===== src/design/fpse_regs.vh =====
// Purpose: Constants for the front panel setting editor
// Assumes: 125 MHz module clock, 32-bit AXI4-Lite register bus
// Notes: Times are given in their own unit; cycle counts derive from them
`ifndef FPSE_REGS_VH
`define FPSE_REGS_VH

// Clock rate in hertz
`define FPSE_CLK_HZ 64'd125000000

// Press timing in milliseconds, inactivity in seconds
`define FPSE_DEB_MS 64'd10
`define FPSE_BACK_MS 64'd300
`define FPSE_FWD_MS 64'd750
`define FPSE_HOLD_MS 64'd1000
`define FPSE_BLINK_MS 64'd250
`define FPSE_TMO_S 64'd300

// Cycle counts, least times rounded up
`define FPSE_MS2CYC(ms) (((ms) * `FPSE_CLK_HZ + 64'd999) / 64'd1000)
`define FPSE_DEB_CYC `FPSE_MS2CYC(`FPSE_DEB_MS)
`define FPSE_BACK_CYC `FPSE_MS2CYC(`FPSE_BACK_MS)
`define FPSE_FWD_CYC `FPSE_MS2CYC(`FPSE_FWD_MS)
`define FPSE_HOLD_CYC `FPSE_MS2CYC(`FPSE_HOLD_MS)
`define FPSE_BLINK_CYC `FPSE_MS2CYC(`FPSE_BLINK_MS)
`define FPSE_TMO_CYC (`FPSE_TMO_S * `FPSE_CLK_HZ)

// Register byte offsets
`define FPSE_OFS_CTRL 8'h00
`define FPSE_OFS_STATUS 8'h04
`define FPSE_OFS_GROUPS 8'h08
`define FPSE_OFS_LIMIT 8'h10
`define FPSE_OFS_SET 8'h20
`define FPSE_LIMIT_MASK 8'hF0
`define FPSE_SET_MASK 8'hE0

// Field positions
`define FPSE_CTRL_BANK 0
`define FPSE_ST_BANK 0
`define FPSE_ST_EDIT 1
`define FPSE_ST_ON 2
`define FPSE_ST_REJECT 3
`define FPSE_ST_POS 4

// Reset values
`define FPSE_SET_RST 14'h0100
`define FPSE_LIM_RST 24'h999000
`define FPSE_GRP_RST 8'h00

`endif


===== src/design/fpse_btn.v =====
// Purpose: Debounce two push buttons and classify each press
// Assumes: Button pins are asynchronous and active high
// Notes: Event outputs are one-cycle pulses on aclk
`timescale 1ns/100ps
`include "fpse_regs.vh"

module fpse_btn #(
  parameter [63:0] DEB_CYC = `FPSE_DEB_CYC,
  parameter [63:0] BACK_CYC = `FPSE_BACK_CYC,
  parameter [63:0] FWD_CYC = `FPSE_FWD_CYC,
  parameter [63:0] HOLD_CYC = `FPSE_HOLD_CYC
) (
  input wire aclk,
  input wire aresetn,
  input wire step_btn,
  input wire prog_btn,
  output wire step_tap,
  output wire step_fwd,
  output wire step_back,
  output wire prog_tap,
  output wire prog_hold,
  output wire both_press,
  output wire any_press
);
  wire [1:0] pin = {prog_btn, step_btn}; // Bit 0 step, bit 1 program
  wire [1:0] lvl; // Debounced levels
  wire [1:0] rise; // Debounced press edges
  wire [1:0] fall; // Debounced release edges
  wire [55:0] dur; // Press durations, 28 bits each
  reg both_q; // Both buttons seen together
  reg hold_q; // Program hold already reported

  genvar i;
  generate
    for (i = 0; i < 2; i = i + 1) begin : g_btn
      reg s1_q; // Synchroniser first stage
      reg s2_q; // Synchroniser second stage
      reg lvl_q; // Debounced level
      reg prev_q; // Level one cycle ago
      reg [27:0] deb_q; // Debounce stability count
      reg [27:0] dur_q; // Press length count
      // Sync, debounce and time each press
      always @(posedge aclk) begin
        if (!aresetn) begin
          s1_q <= 1'b0;
          s2_q <= 1'b0;
          lvl_q <= 1'b0;
          prev_q <= 1'b0;
          deb_q <= 28'h0000000;
          dur_q <= 28'h0000000;
        end else begin
          s1_q <= pin[i];
          s2_q <= s1_q;
          prev_q <= lvl_q;
          // Level only moves after a stable run, so contact bounce is lost
          if (s2_q != lvl_q) begin
            if ({36'h0, deb_q} >= DEB_CYC - 64'd1) begin
              lvl_q <= s2_q;
              deb_q <= 28'h0000000;
            end else begin
              deb_q <= deb_q + 28'h0000001;
            end
          end else begin
            deb_q <= 28'h0000000;
          end
          // Duration saturates so a stuck button cannot wrap
          if (lvl_q && !prev_q) begin
            dur_q <= 28'h0000000;
          end else if (lvl_q && dur_q != 28'hFFFFFFF) begin
            dur_q <= dur_q + 28'h0000001;
          end
        end
      end
      assign lvl[i] = lvl_q;
      assign rise[i] = lvl_q & ~prev_q;
      assign fall[i] = ~lvl_q & prev_q;
      assign dur[i*28 +: 28] = dur_q;
    end
  endgenerate

  // Track joint presses and a reported program hold
  always @(posedge aclk) begin
    if (!aresetn) begin
      both_q <= 1'b0;
      hold_q <= 1'b0;
    end else begin
      if (&lvl && |rise) begin
        both_q <= 1'b1;
      end else if (~|lvl) begin
        both_q <= 1'b0;
      end
      if (prog_hold) begin
        hold_q <= 1'b1;
      end else if (!lvl[1]) begin
        hold_q <= 1'b0;
      end
    end
  end

  // Joint press reported once; its releases are swallowed
  assign both_press = &lvl & |rise & ~both_q;
  assign any_press = |rise;
  assign step_tap = fall[0] & ~both_q;
  // Long release goes forward, a half-second one goes back
  assign step_fwd = step_tap & ({36'h0, dur[27:0]} >= FWD_CYC);
  assign step_back = step_tap & ({36'h0, dur[27:0]} >= BACK_CYC) &
                     ({36'h0, dur[27:0]} < FWD_CYC);
  assign prog_hold = lvl[1] & ~both_q & ~hold_q &
                     ({36'h0, dur[55:28]} == HOLD_CYC - 64'd1);
  assign prog_tap = fall[1] & ~both_q & ~hold_q;
endmodule // fpse_btn


===== src/design/fpse_top.v =====
// Purpose: Front panel setting editor with display and bank choice
// Assumes: Single 125 MHz clock, synchronous active-low reset
// Notes: Menu positions 0-3 settings, 4-6 switch groups, 7 bank
// Function
// - Group checksum is weighted sum of switches
// - Edit mode changes each group switch singly
// - Group indicator lit while its checksum shows
// - Bank switches by serial, input or panel
// - Program hold enters edit, whole display flashes
// - Step press changes the flashing digit
// - Decimal point step, then whole display flashes
// - Store only on joint step and program
// - Leaving edit without store keeps old value
// - Out-of-limit value rejected on store
// - Program hold in edit returns to menu
// - Five-minute inactivity timer restarts on press
// - Timeout darkens display, returns to normal
// - One-second step forward, half-second backward
// - One red code digit, three green value digits
//
// Register access over AXI4-Lite and the register offsets were decided locally.
`timescale 1ns/100ps
`include "fpse_regs.vh"

module fpse_top #(
  parameter [63:0] DEB_CYC = `FPSE_DEB_CYC,
  parameter [63:0] BACK_CYC = `FPSE_BACK_CYC,
  parameter [63:0] FWD_CYC = `FPSE_FWD_CYC,
  parameter [63:0] HOLD_CYC = `FPSE_HOLD_CYC,
  parameter [63:0] BLINK_CYC = `FPSE_BLINK_CYC,
  parameter [63:0] TMO_CYC = `FPSE_TMO_CYC
) (
  input wire aclk,
  input wire aresetn,
  input wire [7:0] awaddr,
  input wire awvalid,
  output wire awready,
  input wire [31:0] wdata,
  input wire [3:0] wstrb,
  input wire wvalid,
  output wire wready,
  output reg [1:0] bresp,
  output reg bvalid,
  input wire bready,
  input wire [7:0] araddr,
  input wire arvalid,
  output wire arready,
  output reg [31:0] rdata,
  output reg [1:0] rresp,
  output reg rvalid,
  input wire rready,
  input wire step_btn,
  input wire prog_btn,
  input wire bank_input_one,
  input wire bank_input_two,
  input wire remote_reset_input,
  output reg [3:0] disp_red,
  output reg [11:0] disp_green,
  output reg [1:0] disp_dp,
  output reg [3:0] disp_blank,
  output reg disp_dp_blank,
  output reg [3:0] led_setting,
  output reg [2:0] led_group,
  output reg bank_second
);
  localparam ST_DARK = 2'd0; // Normal state, display off
  localparam ST_MENU = 2'd1; // Browsing positions
  localparam ST_WHOLE = 2'd2; // Edit, whole display flashing
  localparam ST_DIGIT = 2'd3; // Edit, one item flashing

  wire step_tap, step_fwd, step_back, prog_tap, prog_hold;
  wire both_press, any_press;
  reg [1:0] st_q; // Panel state
  reg [2:0] pos_q; // Menu position
  reg [2:0] cur_q; // Edit cursor
  reg [13:0] edit_q; // Working copy: dp position and three digits
  reg [13:0] mem_q [0:7]; // Settings, bank in the top index bit
  reg [7:0] grp_q [0:2]; // Function, blocking, output route groups
  reg [23:0] lim_q [0:3]; // Per-setting {high, low} limits
  reg bank_q; // Bank chosen by serial command or panel
  reg reject_q; // Last store was out of limits
  reg [35:0] tmo_q; // Inactivity count
  reg [27:0] blink_q; // Flash phase count
  reg blink_on_q; // Flash phase
  reg [2:0] bs1_q, bs2_q; // Bank input synchroniser
  reg aw_full_q, w_full_q; // Write halves held
  reg [7:0] aw_addr_q; // Held write address
  reg [31:0] w_data_q; // Held write data
  reg [3:0] w_strb_q; // Held strobes
  integer k;

  fpse_btn #(
    .DEB_CYC(DEB_CYC),
    .BACK_CYC(BACK_CYC),
    .FWD_CYC(FWD_CYC),
    .HOLD_CYC(HOLD_CYC)
  ) u_btn (
    .aclk(aclk),
    .aresetn(aresetn),
    .step_btn(step_btn),
    .prog_btn(prog_btn),
    .step_tap(step_tap),
    .step_fwd(step_fwd),
    .step_back(step_back),
    .prog_tap(prog_tap),
    .prog_hold(prog_hold),
    .both_press(both_press),
    .any_press(any_press)
  );

  // Any external input forces the second bank; with none, bank_q decides
  wire bank_act = (|bs2_q) | bank_q;
  wire is_set = ~pos_q[2]; // Positions 0-3 hold settings
  wire is_bank = (pos_q == 3'h7);
  wire editing = st_q[1];
  wire [2:0] sel = {bank_act, pos_q[1:0]};
  wire [23:0] lim_cur = lim_q[pos_q[1:0]];
  wire [3:0] cur_dig = edit_q[{cur_q[1:0], 2'b00} +: 4];
  // Digits, then the decimal point for settings
  wire [2:0] cur_last = is_set ? 3'h3 : (is_bank ? 3'h0 : 3'h7);
  wire in_lim = (edit_q[11:0] >= lim_cur[11:0]) &&
                (edit_q[11:0] <= lim_cur[23:12]);
  wire wr_go = aw_full_q & w_full_q;
  wire [7:0] wa = aw_addr_q;
  wire wa_lim = ((wa & `FPSE_LIMIT_MASK) == `FPSE_OFS_LIMIT);
  wire wa_ok = (wa[1:0] == 2'b00) && (wa == `FPSE_OFS_CTRL ||
               wa == `FPSE_OFS_STATUS || wa == `FPSE_OFS_GROUPS || wa_lim ||
               (wa & `FPSE_SET_MASK) == `FPSE_OFS_SET);

  assign awready = ~aw_full_q & ~bvalid;
  assign wready = ~w_full_q & ~bvalid;
  assign arready = ~rvalid;

  // Binary byte to three decimal digits
  function [11:0] fpse_bcd;
    input [7:0] v;
    reg [7:0] h, t, o;
    begin
      h = v / 8'd100;
      t = (v % 8'd100) / 8'd10;
      o = v % 8'd10;
      fpse_bcd = {h[3:0], t[3:0], o[3:0]};
    end
  endfunction

  // Merge write data into a word under byte strobes
  function [31:0] fpse_merge;
    input [31:0] old;
    input [31:0] nw;
    input [3:0] strb;
    integer b;
    begin
      for (b = 0; b < 4; b = b + 1)
        fpse_merge[b*8 +: 8] = strb[b] ? nw[b*8 +: 8] : old[b*8 +: 8];
    end
  endfunction

  reg [31:0] m_ctrl, m_grp, m_lim; // Merged write words
  always @* begin
    m_ctrl = fpse_merge({31'h0, bank_q}, w_data_q, w_strb_q);
    m_grp = fpse_merge({8'h00, grp_q[2], grp_q[1], grp_q[0]},
                       w_data_q, w_strb_q);
    m_lim = fpse_merge({4'h0, lim_q[wa[3:2]][23:12],
                        4'h0, lim_q[wa[3:2]][11:0]}, w_data_q, w_strb_q);
  end

  // Bus writes, panel state machine, stored values and timeout
  always @(posedge aclk) begin
    if (!aresetn) begin
      st_q <= ST_DARK;
      pos_q <= 3'h0;
      cur_q <= 3'h0;
      edit_q <= 14'h0000;
      bank_q <= 1'b0;
      reject_q <= 1'b0;
      tmo_q <= 36'h000000000;
      bs1_q <= 3'h0;
      bs2_q <= 3'h0;
      aw_full_q <= 1'b0;
      w_full_q <= 1'b0;
      aw_addr_q <= 8'h00;
      w_data_q <= 32'h00000000;
      w_strb_q <= 4'h0;
      bvalid <= 1'b0;
      bresp <= 2'b00;
      for (k = 0; k < 8; k = k + 1)
        mem_q[k] <= `FPSE_SET_RST;
      for (k = 0; k < 4; k = k + 1)
        lim_q[k] <= `FPSE_LIM_RST;
      for (k = 0; k < 3; k = k + 1)
        grp_q[k] <= `FPSE_GRP_RST;
    end else begin
      bs1_q <= {remote_reset_input, bank_input_two, bank_input_one};
      bs2_q <= bs1_q;
      // Write channel halves may arrive in either order
      if (awvalid && awready) begin
        aw_full_q <= 1'b1;
        aw_addr_q <= awaddr;
      end
      if (wvalid && wready) begin
        w_full_q <= 1'b1;
        w_data_q <= wdata;
        w_strb_q <= wstrb;
      end
      if (bvalid && bready)
        bvalid <= 1'b0;
      if (wr_go) begin
        aw_full_q <= 1'b0;
        w_full_q <= 1'b0;
        bvalid <= 1'b1;
        bresp <= wa_ok ? 2'b00 : 2'b10;
        // Serial bank command; read-only words are ignored
        if (wa == `FPSE_OFS_CTRL)
          bank_q <= m_ctrl[`FPSE_CTRL_BANK];
        if (wa == `FPSE_OFS_GROUPS) begin
          grp_q[0] <= m_grp[7:0];
          grp_q[1] <= m_grp[15:8];
          grp_q[2] <= m_grp[23:16];
        end
        if (wa_lim)
          lim_q[wa[3:2]] <= {m_lim[27:16], m_lim[11:0]};
      end
      // Every press restarts the five-minute timer
      if (any_press || st_q == ST_DARK)
        tmo_q <= 36'h000000000;
      else
        tmo_q <= tmo_q + 36'h000000001;
      if (st_q != ST_DARK && {28'h0, tmo_q} >= TMO_CYC - 64'd1) begin
        st_q <= ST_DARK; // Abandon any routine, unsaved edit lost
        pos_q <= 3'h0;
      end else begin
        case (st_q)
          ST_DARK: begin
            if (step_tap)
              st_q <= ST_MENU;
          end
          ST_MENU: begin
            if (step_fwd)
              pos_q <= pos_q + 3'h1;
            else if (step_back)
              pos_q <= pos_q - 3'h1;
            else if (prog_hold) begin
              // Start from the unaltered value
              st_q <= ST_WHOLE;
              reject_q <= 1'b0;
              if (is_set)
                edit_q <= mem_q[sel];
              else if (is_bank)
                edit_q <= {13'h0000, bank_q};
              else
                edit_q <= {6'h00, grp_q[pos_q[1:0]]};
            end
          end
          ST_WHOLE, ST_DIGIT: begin
            if (both_press) begin
              // Commit only on the joint press
              st_q <= ST_MENU;
              if (is_set) begin
                if (in_lim)
                  mem_q[sel] <= edit_q;
                else
                  reject_q <= 1'b1; // Old value kept
              end else if (is_bank)
                bank_q <= edit_q[0]; // Panel bank choice
              else
                grp_q[pos_q[1:0]] <= edit_q[7:0];
            end else if (prog_hold) begin
              st_q <= ST_MENU; // Edit copy dropped
            end else if (prog_tap) begin
              if (st_q == ST_WHOLE) begin
                st_q <= ST_DIGIT; // Rightmost item first
                cur_q <= 3'h0;
              end else if (cur_q == cur_last) begin
                st_q <= ST_WHOLE; // Back to awaiting store
              end else begin
                cur_q <= cur_q + 3'h1;
              end
            end else if (step_tap && st_q == ST_DIGIT) begin
              if (!is_set)
                edit_q[cur_q] <= ~edit_q[cur_q]; // One switch
              else if (cur_q == 3'h3)
                edit_q[13:12] <= (edit_q[13:12] == 2'h2) ? 2'h0 :
                                 edit_q[13:12] + 2'h1;
              else
                edit_q[{cur_q[1:0], 2'b00} +: 4] <=
                  (cur_dig == 4'h9) ? 4'h0 : cur_dig + 4'h1;
            end
          end
          default: st_q <= ST_DARK;
        endcase
      end
    end
  end

  // Read answer one cycle after the address is taken
  reg [31:0] rd_d;
  reg rd_ok;
  always @* begin
    rd_d = 32'h00000000;
    rd_ok = (araddr[1:0] == 2'b00);
    if (araddr == `FPSE_OFS_CTRL)
      rd_d = {31'h0, bank_q};
    else if (araddr == `FPSE_OFS_STATUS)
      rd_d = {25'h0, pos_q, reject_q, st_q != ST_DARK, editing, bank_act};
    else if (araddr == `FPSE_OFS_GROUPS)
      rd_d = {8'h00, grp_q[2], grp_q[1], grp_q[0]};
    else if ((araddr & `FPSE_LIMIT_MASK) == `FPSE_OFS_LIMIT)
      rd_d = {4'h0, lim_q[araddr[3:2]][23:12],
              4'h0, lim_q[araddr[3:2]][11:0]};
    else if ((araddr & `FPSE_SET_MASK) == `FPSE_OFS_SET)
      rd_d = {18'h0, mem_q[araddr[4:2]]};
    else
      rd_ok = 1'b0;
  end

  always @(posedge aclk) begin
    if (!aresetn) begin
      rvalid <= 1'b0;
      rdata <= 32'h00000000;
      rresp <= 2'b00;
    end else if (arvalid && arready) begin
      rvalid <= 1'b1;
      rdata <= rd_ok ? rd_d : 32'h00000000;
      rresp <= rd_ok ? 2'b00 : 2'b10;
    end else if (rready) begin
      rvalid <= 1'b0;
    end
  end

  // Display content; flash mask bit 4 is the decimal point
  reg [3:0] red_d;
  reg [11:0] grn_d;
  reg [1:0] dp_d;
  reg [4:0] fl_d;
  reg [7:0] byte_d;
  always @* begin
    red_d = {1'b0, pos_q} + 4'h1; // Red code digit
    grn_d = 12'h000;
    dp_d = 2'h0;
    fl_d = 5'h00;
    byte_d = editing ? edit_q[7:0] : grp_q[pos_q[1:0]];
    if (is_set) begin
      grn_d = editing ? edit_q[11:0] : mem_q[sel][11:0];
      dp_d = editing ? edit_q[13:12] : mem_q[sel][13:12];
    end else if (is_bank) begin
      grn_d = {11'h000, editing ? edit_q[0] : bank_act};
    end else if (st_q == ST_DIGIT) begin
      red_d = {1'b0, cur_q} + 4'h1; // Switch number and its position
      grn_d = {11'h000, byte_d[cur_q]};
    end else begin
      grn_d = fpse_bcd(byte_d); // Weight 2^(n-1) sum is the byte
    end
    if (st_q == ST_WHOLE)
      fl_d = 5'h1F;
    else if (st_q == ST_DIGIT && is_set)
      fl_d = (cur_q == 3'h3) ? 5'h10 : (5'h01 << cur_q[1:0]);
    else if (st_q == ST_DIGIT)
      fl_d = 5'h08; // The red digit names the switch in hand
  end

  // Registered display, indicators and bank output
  always @(posedge aclk) begin
    if (!aresetn) begin
      blink_q <= 28'h0000000;
      blink_on_q <= 1'b0;
      disp_red <= 4'h0;
      disp_green <= 12'h000;
      disp_dp <= 2'h0;
      disp_blank <= 4'hF; // Dark after reset
      disp_dp_blank <= 1'b1;
      led_setting <= 4'h0;
      led_group <= 3'h0;
      bank_second <= 1'b0;
    end else begin
      if ({36'h0, blink_q} >= BLINK_CYC - 64'd1) begin
        blink_q <= 28'h0000000;
        blink_on_q <= ~blink_on_q;
      end else begin
        blink_q <= blink_q + 28'h0000001;
      end
      disp_red <= red_d;
      disp_green <= grn_d;
      disp_dp <= dp_d;
      if (st_q == ST_DARK) begin
        disp_blank <= 4'hF;
        disp_dp_blank <= 1'b1;
        led_setting <= 4'h0;
        led_group <= 3'h0;
      end else begin
        disp_blank <= fl_d[3:0] & {4{blink_on_q}};
        disp_dp_blank <= fl_d[4] & blink_on_q;
        led_setting <= is_set ? (4'h1 << pos_q[1:0]) : 4'h0;
        // Group lamp only while its checksum is shown
        led_group <= (!is_set && !is_bank && st_q != ST_DIGIT) ?
                     (3'h1 << pos_q[1:0]) : 3'h0;
      end
      bank_second <= bank_act;
    end
  end
endmodule // fpse_top


===== config.mk =====
export PLATFORM = sky130hd
export DESIGN_NAME = fpse_top
export DESIGN_NICKNAME = d
export VERILOG_FILES = /design/src/design/fpse_btn.v /design/src/design/fpse_top.v
export VERILOG_INCLUDE_DIRS = /design/src /design/src/design
export SDC_FILE = /design/constraint.sdc
export NUM_CORES = 1
export LEC_CHECK = 0
export BUFFER_PORTS_ARGS = -buffer_cell sky130_fd_sc_hd__buf_2
export CORE_AREA = 10 10 250 252
export CTS_BUF_LIST = sky130_fd_sc_hd__clkbuf_8
export DETAILED_ROUTE_END_ITERATION = 6
export DIE_AREA = 0 0 260 262
export PLACE_DENSITY = 0.66
export SETUP_SLACK_MARGIN = 0.4
export SLEW_MARGIN = 20
export SYNTH_ARGS = -nofsm -noshare
export SYNTH_HDL_FRONTEND = slang
export SYNTH_SLANG_ARGS = --single-unit

===== constraint.sdc =====
create_clock -name aclk -period 12.5 [get_ports aclk]
set_clock_uncertainty 0.05 [all_clocks]
set_input_delay 1.25 -clock aclk [delete_from_list [all_inputs] [get_ports aclk]]
set_output_delay 1.25 -clock aclk [all_outputs]
set_load 0.005 [all_outputs]

Word level (Yosys, flattened, before mapping):

Memory sizes are Yosys's and may differ from the RTL's. A register that Yosys moved wholly into a read port is not among the register bits.
Cells that the tools add are included.

* flip-flop bits (word level): 328
* latch bits: 0
* RAM bits: 232
* ROM bits: 0
* input port bits: 64
* output and inout bits: 72
* word-level logic and storage cells: 368
* memories: 3

* add/subtract/negate cells: 14
* $mul: 0
* div/mod/pow operators: 4
* magnitude comparators: 12
* eq/ne operators: 43
* shift-type cells: 6
* muxes and demuxes: 132
* bitwise gates (word level): 44
* reductions and logical operators: 66

Memories
* mem_q: depth 8, width 14, rd ports 2, clocked after Yosys merged registers in 0, write ports 8, line fpse_top.v:77 `reg [13:0] mem_q [0:7];`
* lim_q: depth 4, width 24, rd ports 2, clocked after Yosys merged registers in 1, write ports 4, line fpse_top.v:79 `reg [23:0] lim_q [0:3];`
* grp_q: depth 3, width 8, rd ports 4, clocked after Yosys merged registers in 1, write ports 4, line fpse_top.v:78 `reg [7:0] grp_q [0:2];`

Operator list (count)
* $mux 14: 11
* $add 28x1->28 const B: 5
* $mux 28: 4
* $mux 8: 10
* $mux 12: 5
* $ge 28x21->1 const B: 2
* $ne 28x28->1 const B: 2
* $mux 1: 55
* $mux 2: 19
* $add 36x1->36 const B: 1
* $ge 36x36->1 const B: 1
* $mux 32: 1
* $mux 4: 8
* $bwmux 14: 2
* $eq 28x27->1 const B: 1
* $ge 28x25->1 const B: 1
* $ge 28x26->1 const B: 1
* $ge 28x27->1 const B: 1
* $lt 28x27->1 const B: 1
* $ne 2x2->1 const B: 14
* $pmux 14 s2: 1
* $mux 24: 1
* $reduce_or 24->1: 1
* $reduce_or 2->1: 11
* 60 further kinds: 162

Longest topological paths before layout:

* word-level depth: 12
* depth in mapped cells: 23
* mapped depth without buffers: 20

Hierarchy:

From an unflattened synthesis, not the netlist that was laid out.

* cells, all modules: 2905
* area, all modules: 28990.3 um2

By module, submodules not included
* fpse_top: instances 1, cells an instance 2249, area an instance 23387.4 um2
* fpse_btn: instances 1, cells an instance 656, area an instance 5602.9 um2

Least setup slack after synthesis:

OpenSTA, ideal clock, no wires.

* path type: reg-to-reg
* start point: register (tool-made name)
* end point: memory mem_q[0][0] (enable)
* library setup time: 0.404 ns
* arrival: 4.899 ns
* data required time: 12.046 ns
* setup slack: 7.147 ns
* cell stages (with the launch flop): 18
* path buffers: 4
* clock period less this slack: 5.353 ns
* path through: dfxtp_1 -> buf_6 -> clkbuf_1 -> buf_1 -> mux4_2 -> inv_1 -> ha_1 -> a21o_1 -> a21o_1 -> a21o_1 -> a21o_1 -> a21oi_1 -> nor2b_1 -> o21ai_0 -> a32o_1 -> nand4bb_1 -> clkbuf_1 -> o21ai_0

RTL lines (line)
* to (decl): fpse_top.v:77

==> results_tabular.tex <==
\begin{tabular}{lr}
\hline
Metric & Value \\
\hline
\multicolumn{2}{l}{\textbf{Status}} \\
\quad Result of the run & finished clean \\
\multicolumn{2}{l}{\textbf{STA}} \\
\quad Final Hold Viols & 0 \\
\quad Max-slew violation count & 0 \\
\quad Maximum clock frequency & 161 MHz \\
\quad Final period demand of the worst path & 6.21 ns \\
\quad Final clock period utilization by the worst path & 0.497 \\
\quad Setup-violating endpoint count in the final report & 0 \\
\quad Total Neg Setup Slack & 0 ns \\
\quad Measured slew at the worst slew-check pin & 1.16 ns \\
\quad Relative slew slack & 0.217 \\
\quad Unrepaired setup endpoints after global routing & no \\
\multicolumn{2}{l}{\textbf{Floorplanning}} \\
\quad Core area & 0.0574 mm2 \\
\quad Die W & approximately 260 um \\
\quad Overall die area & 0.0681 mm2 \\
\quad Starting Density & 0.495 \\
\quad Standard-cell rows & 88 \\
\quad Height of the die & 262 um \\
\quad Number of ports placed on the die boundary & 136 \\
\multicolumn{2}{l}{\textbf{Job}} \\
\quad Max-cap violations & 0 \\
\multicolumn{2}{l}{\textbf{CTS}} \\
\quad Clock sinks & $\sim$560 \\
\quad Clock tree from TritonCTS & done \\
\quad Reg clk slew, reported paths & 0.07 ns \\
\quad Clock buffer depth & 3 \\
\quad Inserted Clock Buffers & 93 \\
\quad Number of post-CTS setup repair buffers & 0 \\
\quad Number of hold buffers added after cts & 0 \\
\quad Worst skew pair latency & 0.71 ns \\
\quad Total of cells resized after clock tree synthesis & 0 \\
\quad Clk Tree Root Cell & sky130\_fd\_sc\_hd\_\_clkbuf\_8 \\
\quad Max H-tree Level & 3 \\
\multicolumn{2}{l}{\textbf{Placement}} \\
\quad I/O Buffers & 125 \\
\quad GP Congestion & 0.908 \\
\quad DP HPWL & 54,700 um \\
\multicolumn{2}{l}{\textbf{Final layout}} \\
\quad Layout-stage area growth over the synthesis result & 11.5\% \\
\quad Post-layout nets & 3,016 \\
\quad Area used by sequential logic in the layout & 0.0137 mm2 \\
\quad Utilization of the core after routing & 0.552 \\
\quad Layout cell share with drive strength beyond 1 & 0.156 \\
\quad Filler instances & between 4,000 and 5,000 \\
\quad Area taken by multi-input logic gates & 0.0138 mm2 \\
\multicolumn{2}{l}{\textbf{Synth}} \\
\quad Synth Area per Inst & 10.2 um2 \\
\quad Gate count after technology mapping & 2,796 \\
\quad Most repeated cell in the gate-level netlist after synthesis & sky130\_fd\_sc\_hd\_\_nor2\_1 \\
\quad Post-synth top flop & sky130\_fd\_sc\_hd\_\_dfxtp\_1 \\
\quad Share of the synthesized area in the top cell type & 0.254 \\
\quad Post-synth EDFFs & 240 \\
\quad Total of flip-flops plus latches after synthesis & 564 \\
\quad Proportion of synthesized chip area in sequential cells & 0.482 \\
\quad Cell type with the highest aggregate area in the netlist & sky130\_fd\_sc\_hd\_\_edfxtp\_1 \\
\quad Yosys warning total & 0 \\
\quad Distinct cells, synth & 106 \\
\quad Summed instance area of the synthesized netlist & 0.0284 mm2 \\
\quad Top cells by area, synth & sky130\_fd\_sc\_hd\_\_edfxtp\_1 25\%, sky130\_fd\_sc\_hd\_\_dfxtp\_1 23\%, sky130\_fd\_sc\_hd\_\_mux4\_2 8.8\% \\
\quad Fraction of registers with async set or reset after synthesis & 0 \\
\quad Top cell types by occurrence after synthesis & 326 x sky130\_fd\_sc\_hd\_\_nor2\_1, 324 x sky130\_fd\_sc\_hd\_\_dfxtp\_1, 273 x sky130\_fd\_sc\_hd\_\_nand2\_1 \\
\multicolumn{2}{l}{\textbf{Detailed routing}} \\
\quad Detailed-route vias per instance & approximately 6.0 \\
\quad Number of DRC violations after detailed-routing iteration 0 & 2,074 \\
\quad DRT antenna net count & 0 \\
\quad Drt wl/cell & 21.2 um \\
\quad Total vias in the final route & 22,385 \\
\quad Post-route DRC & 0 \\
\quad Final wirelength & 79,200 um \\
\quad Number of iterations in the first detailed-routing pass & 6 \\
\multicolumn{2}{l}{\textbf{Setup path}} \\
\quad Kind of start point of the critical path & flop \\
\quad Endpoint required time on the critical path & approximately 13 ns \\
\quad Type of the worst setup path & reg -> reg \\
\quad CP Max Fanout & 39 \\
\quad Data arrival time of the critical path & 6.76 ns \\
\quad Worst Setup End Kind & flop \\
\multicolumn{2}{l}{\textbf{Power}} \\
\quad Lkg Pwr & 11.5 nW \\
\quad Overall power of the completed layout & around 0.0040 W \\
\quad PD cells & 126 mW/mm2 \\
\quad Max IR drop VDD & about 0.077 mV \\
\multicolumn{2}{l}{\textbf{GRT}} \\
\quad Wire length of the first global-routing pass & 124,000 um \\
\quad Residual overflow from global routing & 0 \\
\quad Maximum number of pins on one net before global-route repair & 62 \\
\quad Global router's overall resource usage & 0.231 \\
\quad Number of antenna violations at the first check in global routing & 3 \\
\quad Via count of the first global-routing pass & around 22,000 \\
\multicolumn{2}{l}{\textbf{Hold path}} \\
\quad Min-Delay Path Class & reg -> reg \\
\hline
\end{tabular}
state kept, by name, indices dropped and copies added, names as in the netlist, 12 cells and up, named ones only:
signal / cells
mem_q: 112
lim_q: 96
u_btn.g_btn.deb_q: 56
u_btn.g_btn.dur_q: 56
tmo_q: 36
grp_q: 32
blink_q: 28
fpse_merge.nw: 28
rdata: 28
edit_q: 14
disp_green: 12
final timing paths:
check / start / to / slack, ns / depth (start not counted)
worst max-delay path: flop / disp_green[2] / 6.29 / 20
worst min register to register: u_btn.g_btn[1].deb_q[0] / u_btn.g_btn[1].deb_q[0] / 0.39 / 1
worst min-delay path: u_btn.g_btn[1].deb_q[0] / u_btn.g_btn[1].deb_q[0] / 0.39 / 1
worst max register to register: flop / disp_green[2] / 6.29 / 20
kinds of logic after synthesis:
family | share of synthesized area
AOI/OAI and AO/OA | 0.105
buffers and inverters | 0.0359
other | 0.000132
DFF | 0.482
adders and majority gates | 0.0260
muxes | 0.114
and+or+nand+nor | 0.192
xor gates and xnor gates | 0.0447
worst max-delay path, cell delays in order (launching register included):
cell and delay, ns:
sky130_fd_sc_hd__dfxtp_2 0.33, sky130_fd_sc_hd__buf_4 0.56, sky130_fd_sc_hd__mux4_2 0.64, sky130_fd_sc_hd__mux2i_2 0.68, sky130_fd_sc_hd__ha_1 0.28, sky130_fd_sc_hd__nand2b_1 0.10, sky130_fd_sc_hd__a211oi_1 0.24, sky130_fd_sc_hd__a221oi_1 0.11
sky130_fd_sc_hd__o22ai_1 0.54, sky130_fd_sc_hd__o21ai_0 0.25, sky130_fd_sc_hd__nand3_1 0.14, sky130_fd_sc_hd__nand2_1 0.09, sky130_fd_sc_hd__ha_1 0.20, sky130_fd_sc_hd__a21o_1 0.20, sky130_fd_sc_hd__maj3_1 0.38, sky130_fd_sc_hd__a221oi_1 0.31
sky130_fd_sc_hd__xnor2_1 0.28, sky130_fd_sc_hd__ha_1 0.35, sky130_fd_sc_hd__nor3_1 0.19, sky130_fd_sc_hd__a21oi_1 0.06, sky130_fd_sc_hd__o211ai_1 0.10
metal layers:
layer | wire (um) | part of all wire | global-route usage | vias to the layer above
li1 | - | - | - | 10377
met1 | 31800 | 0.40 | 0.288 | 10860
met2 | 37800 | 0.48 | 0.385 | 952
met3 | 6770 | 0.086 | 0.0508 | 192
met4 | 2830 | 0.036 | 0.0898 | 4
met5 | 23 | 0.00029 | 0 | -
through the flow:
stage | hold slack (ns) | setup WS, ns | instance area, um2 | std cells
after floorplan | 0.362 | 7.15 | 28500 | 2818
after global placement | 0.375 | 6.50 | 29600 | 3566
after detailed placement | 0.381 | 6.34 | 29600 | 3566
after CTS | 0.390 | 6.31 | 31600 | 3738
after global routing | 0.409 | 5.72 | 31700 | 3739
final | 0.392 | 6.29 | 31700 | 3739
report_power, final:
part	internal, W	total [W]	switching (W)
clock	0.000979	0.00175	0.000769
combinational	0.0000945	0.000247	0.000152
sequential	0.00196	0.00200	0.0000360
total	0.00304	0.00400	0.000957
cells in the final DEF, fill, tap and decap left out, types with 91 or more instances in the layout:
cell,n
sky130_fd_sc_hd__nand2_1,271
sky130_fd_sc_hd__nor3_1,138
sky130_fd_sc_hd__o21ai_0,98
sky130_fd_sc_hd__inv_1,102
sky130_fd_sc_hd__xor2_1,91
sky130_fd_sc_hd__nand3_1,93
sky130_fd_sc_hd__dfxtp_1,322
sky130_fd_sc_hd__edfxtp_1,240
sky130_fd_sc_hd__mux4_2,111
sky130_fd_sc_hd__clkbuf_8,108
sky130_fd_sc_hd__buf_2,124
sky130_fd_sc_hd__nor2_1,326
sky130_fd_sc_hd__a21oi_1,131
area by class of cell:
cell class	instances	share of cell area
multi-input cells	1999	0.437
clock buffers	108	0.0470
well taps	765	0.0302
inverters	87	0.0105
repair buffers	151	0.0261
diodes	1	0.0000791
clock inverters	64	0.0165
flip-flops and latches	564	0.433
(Power assumes the default switching activity.)
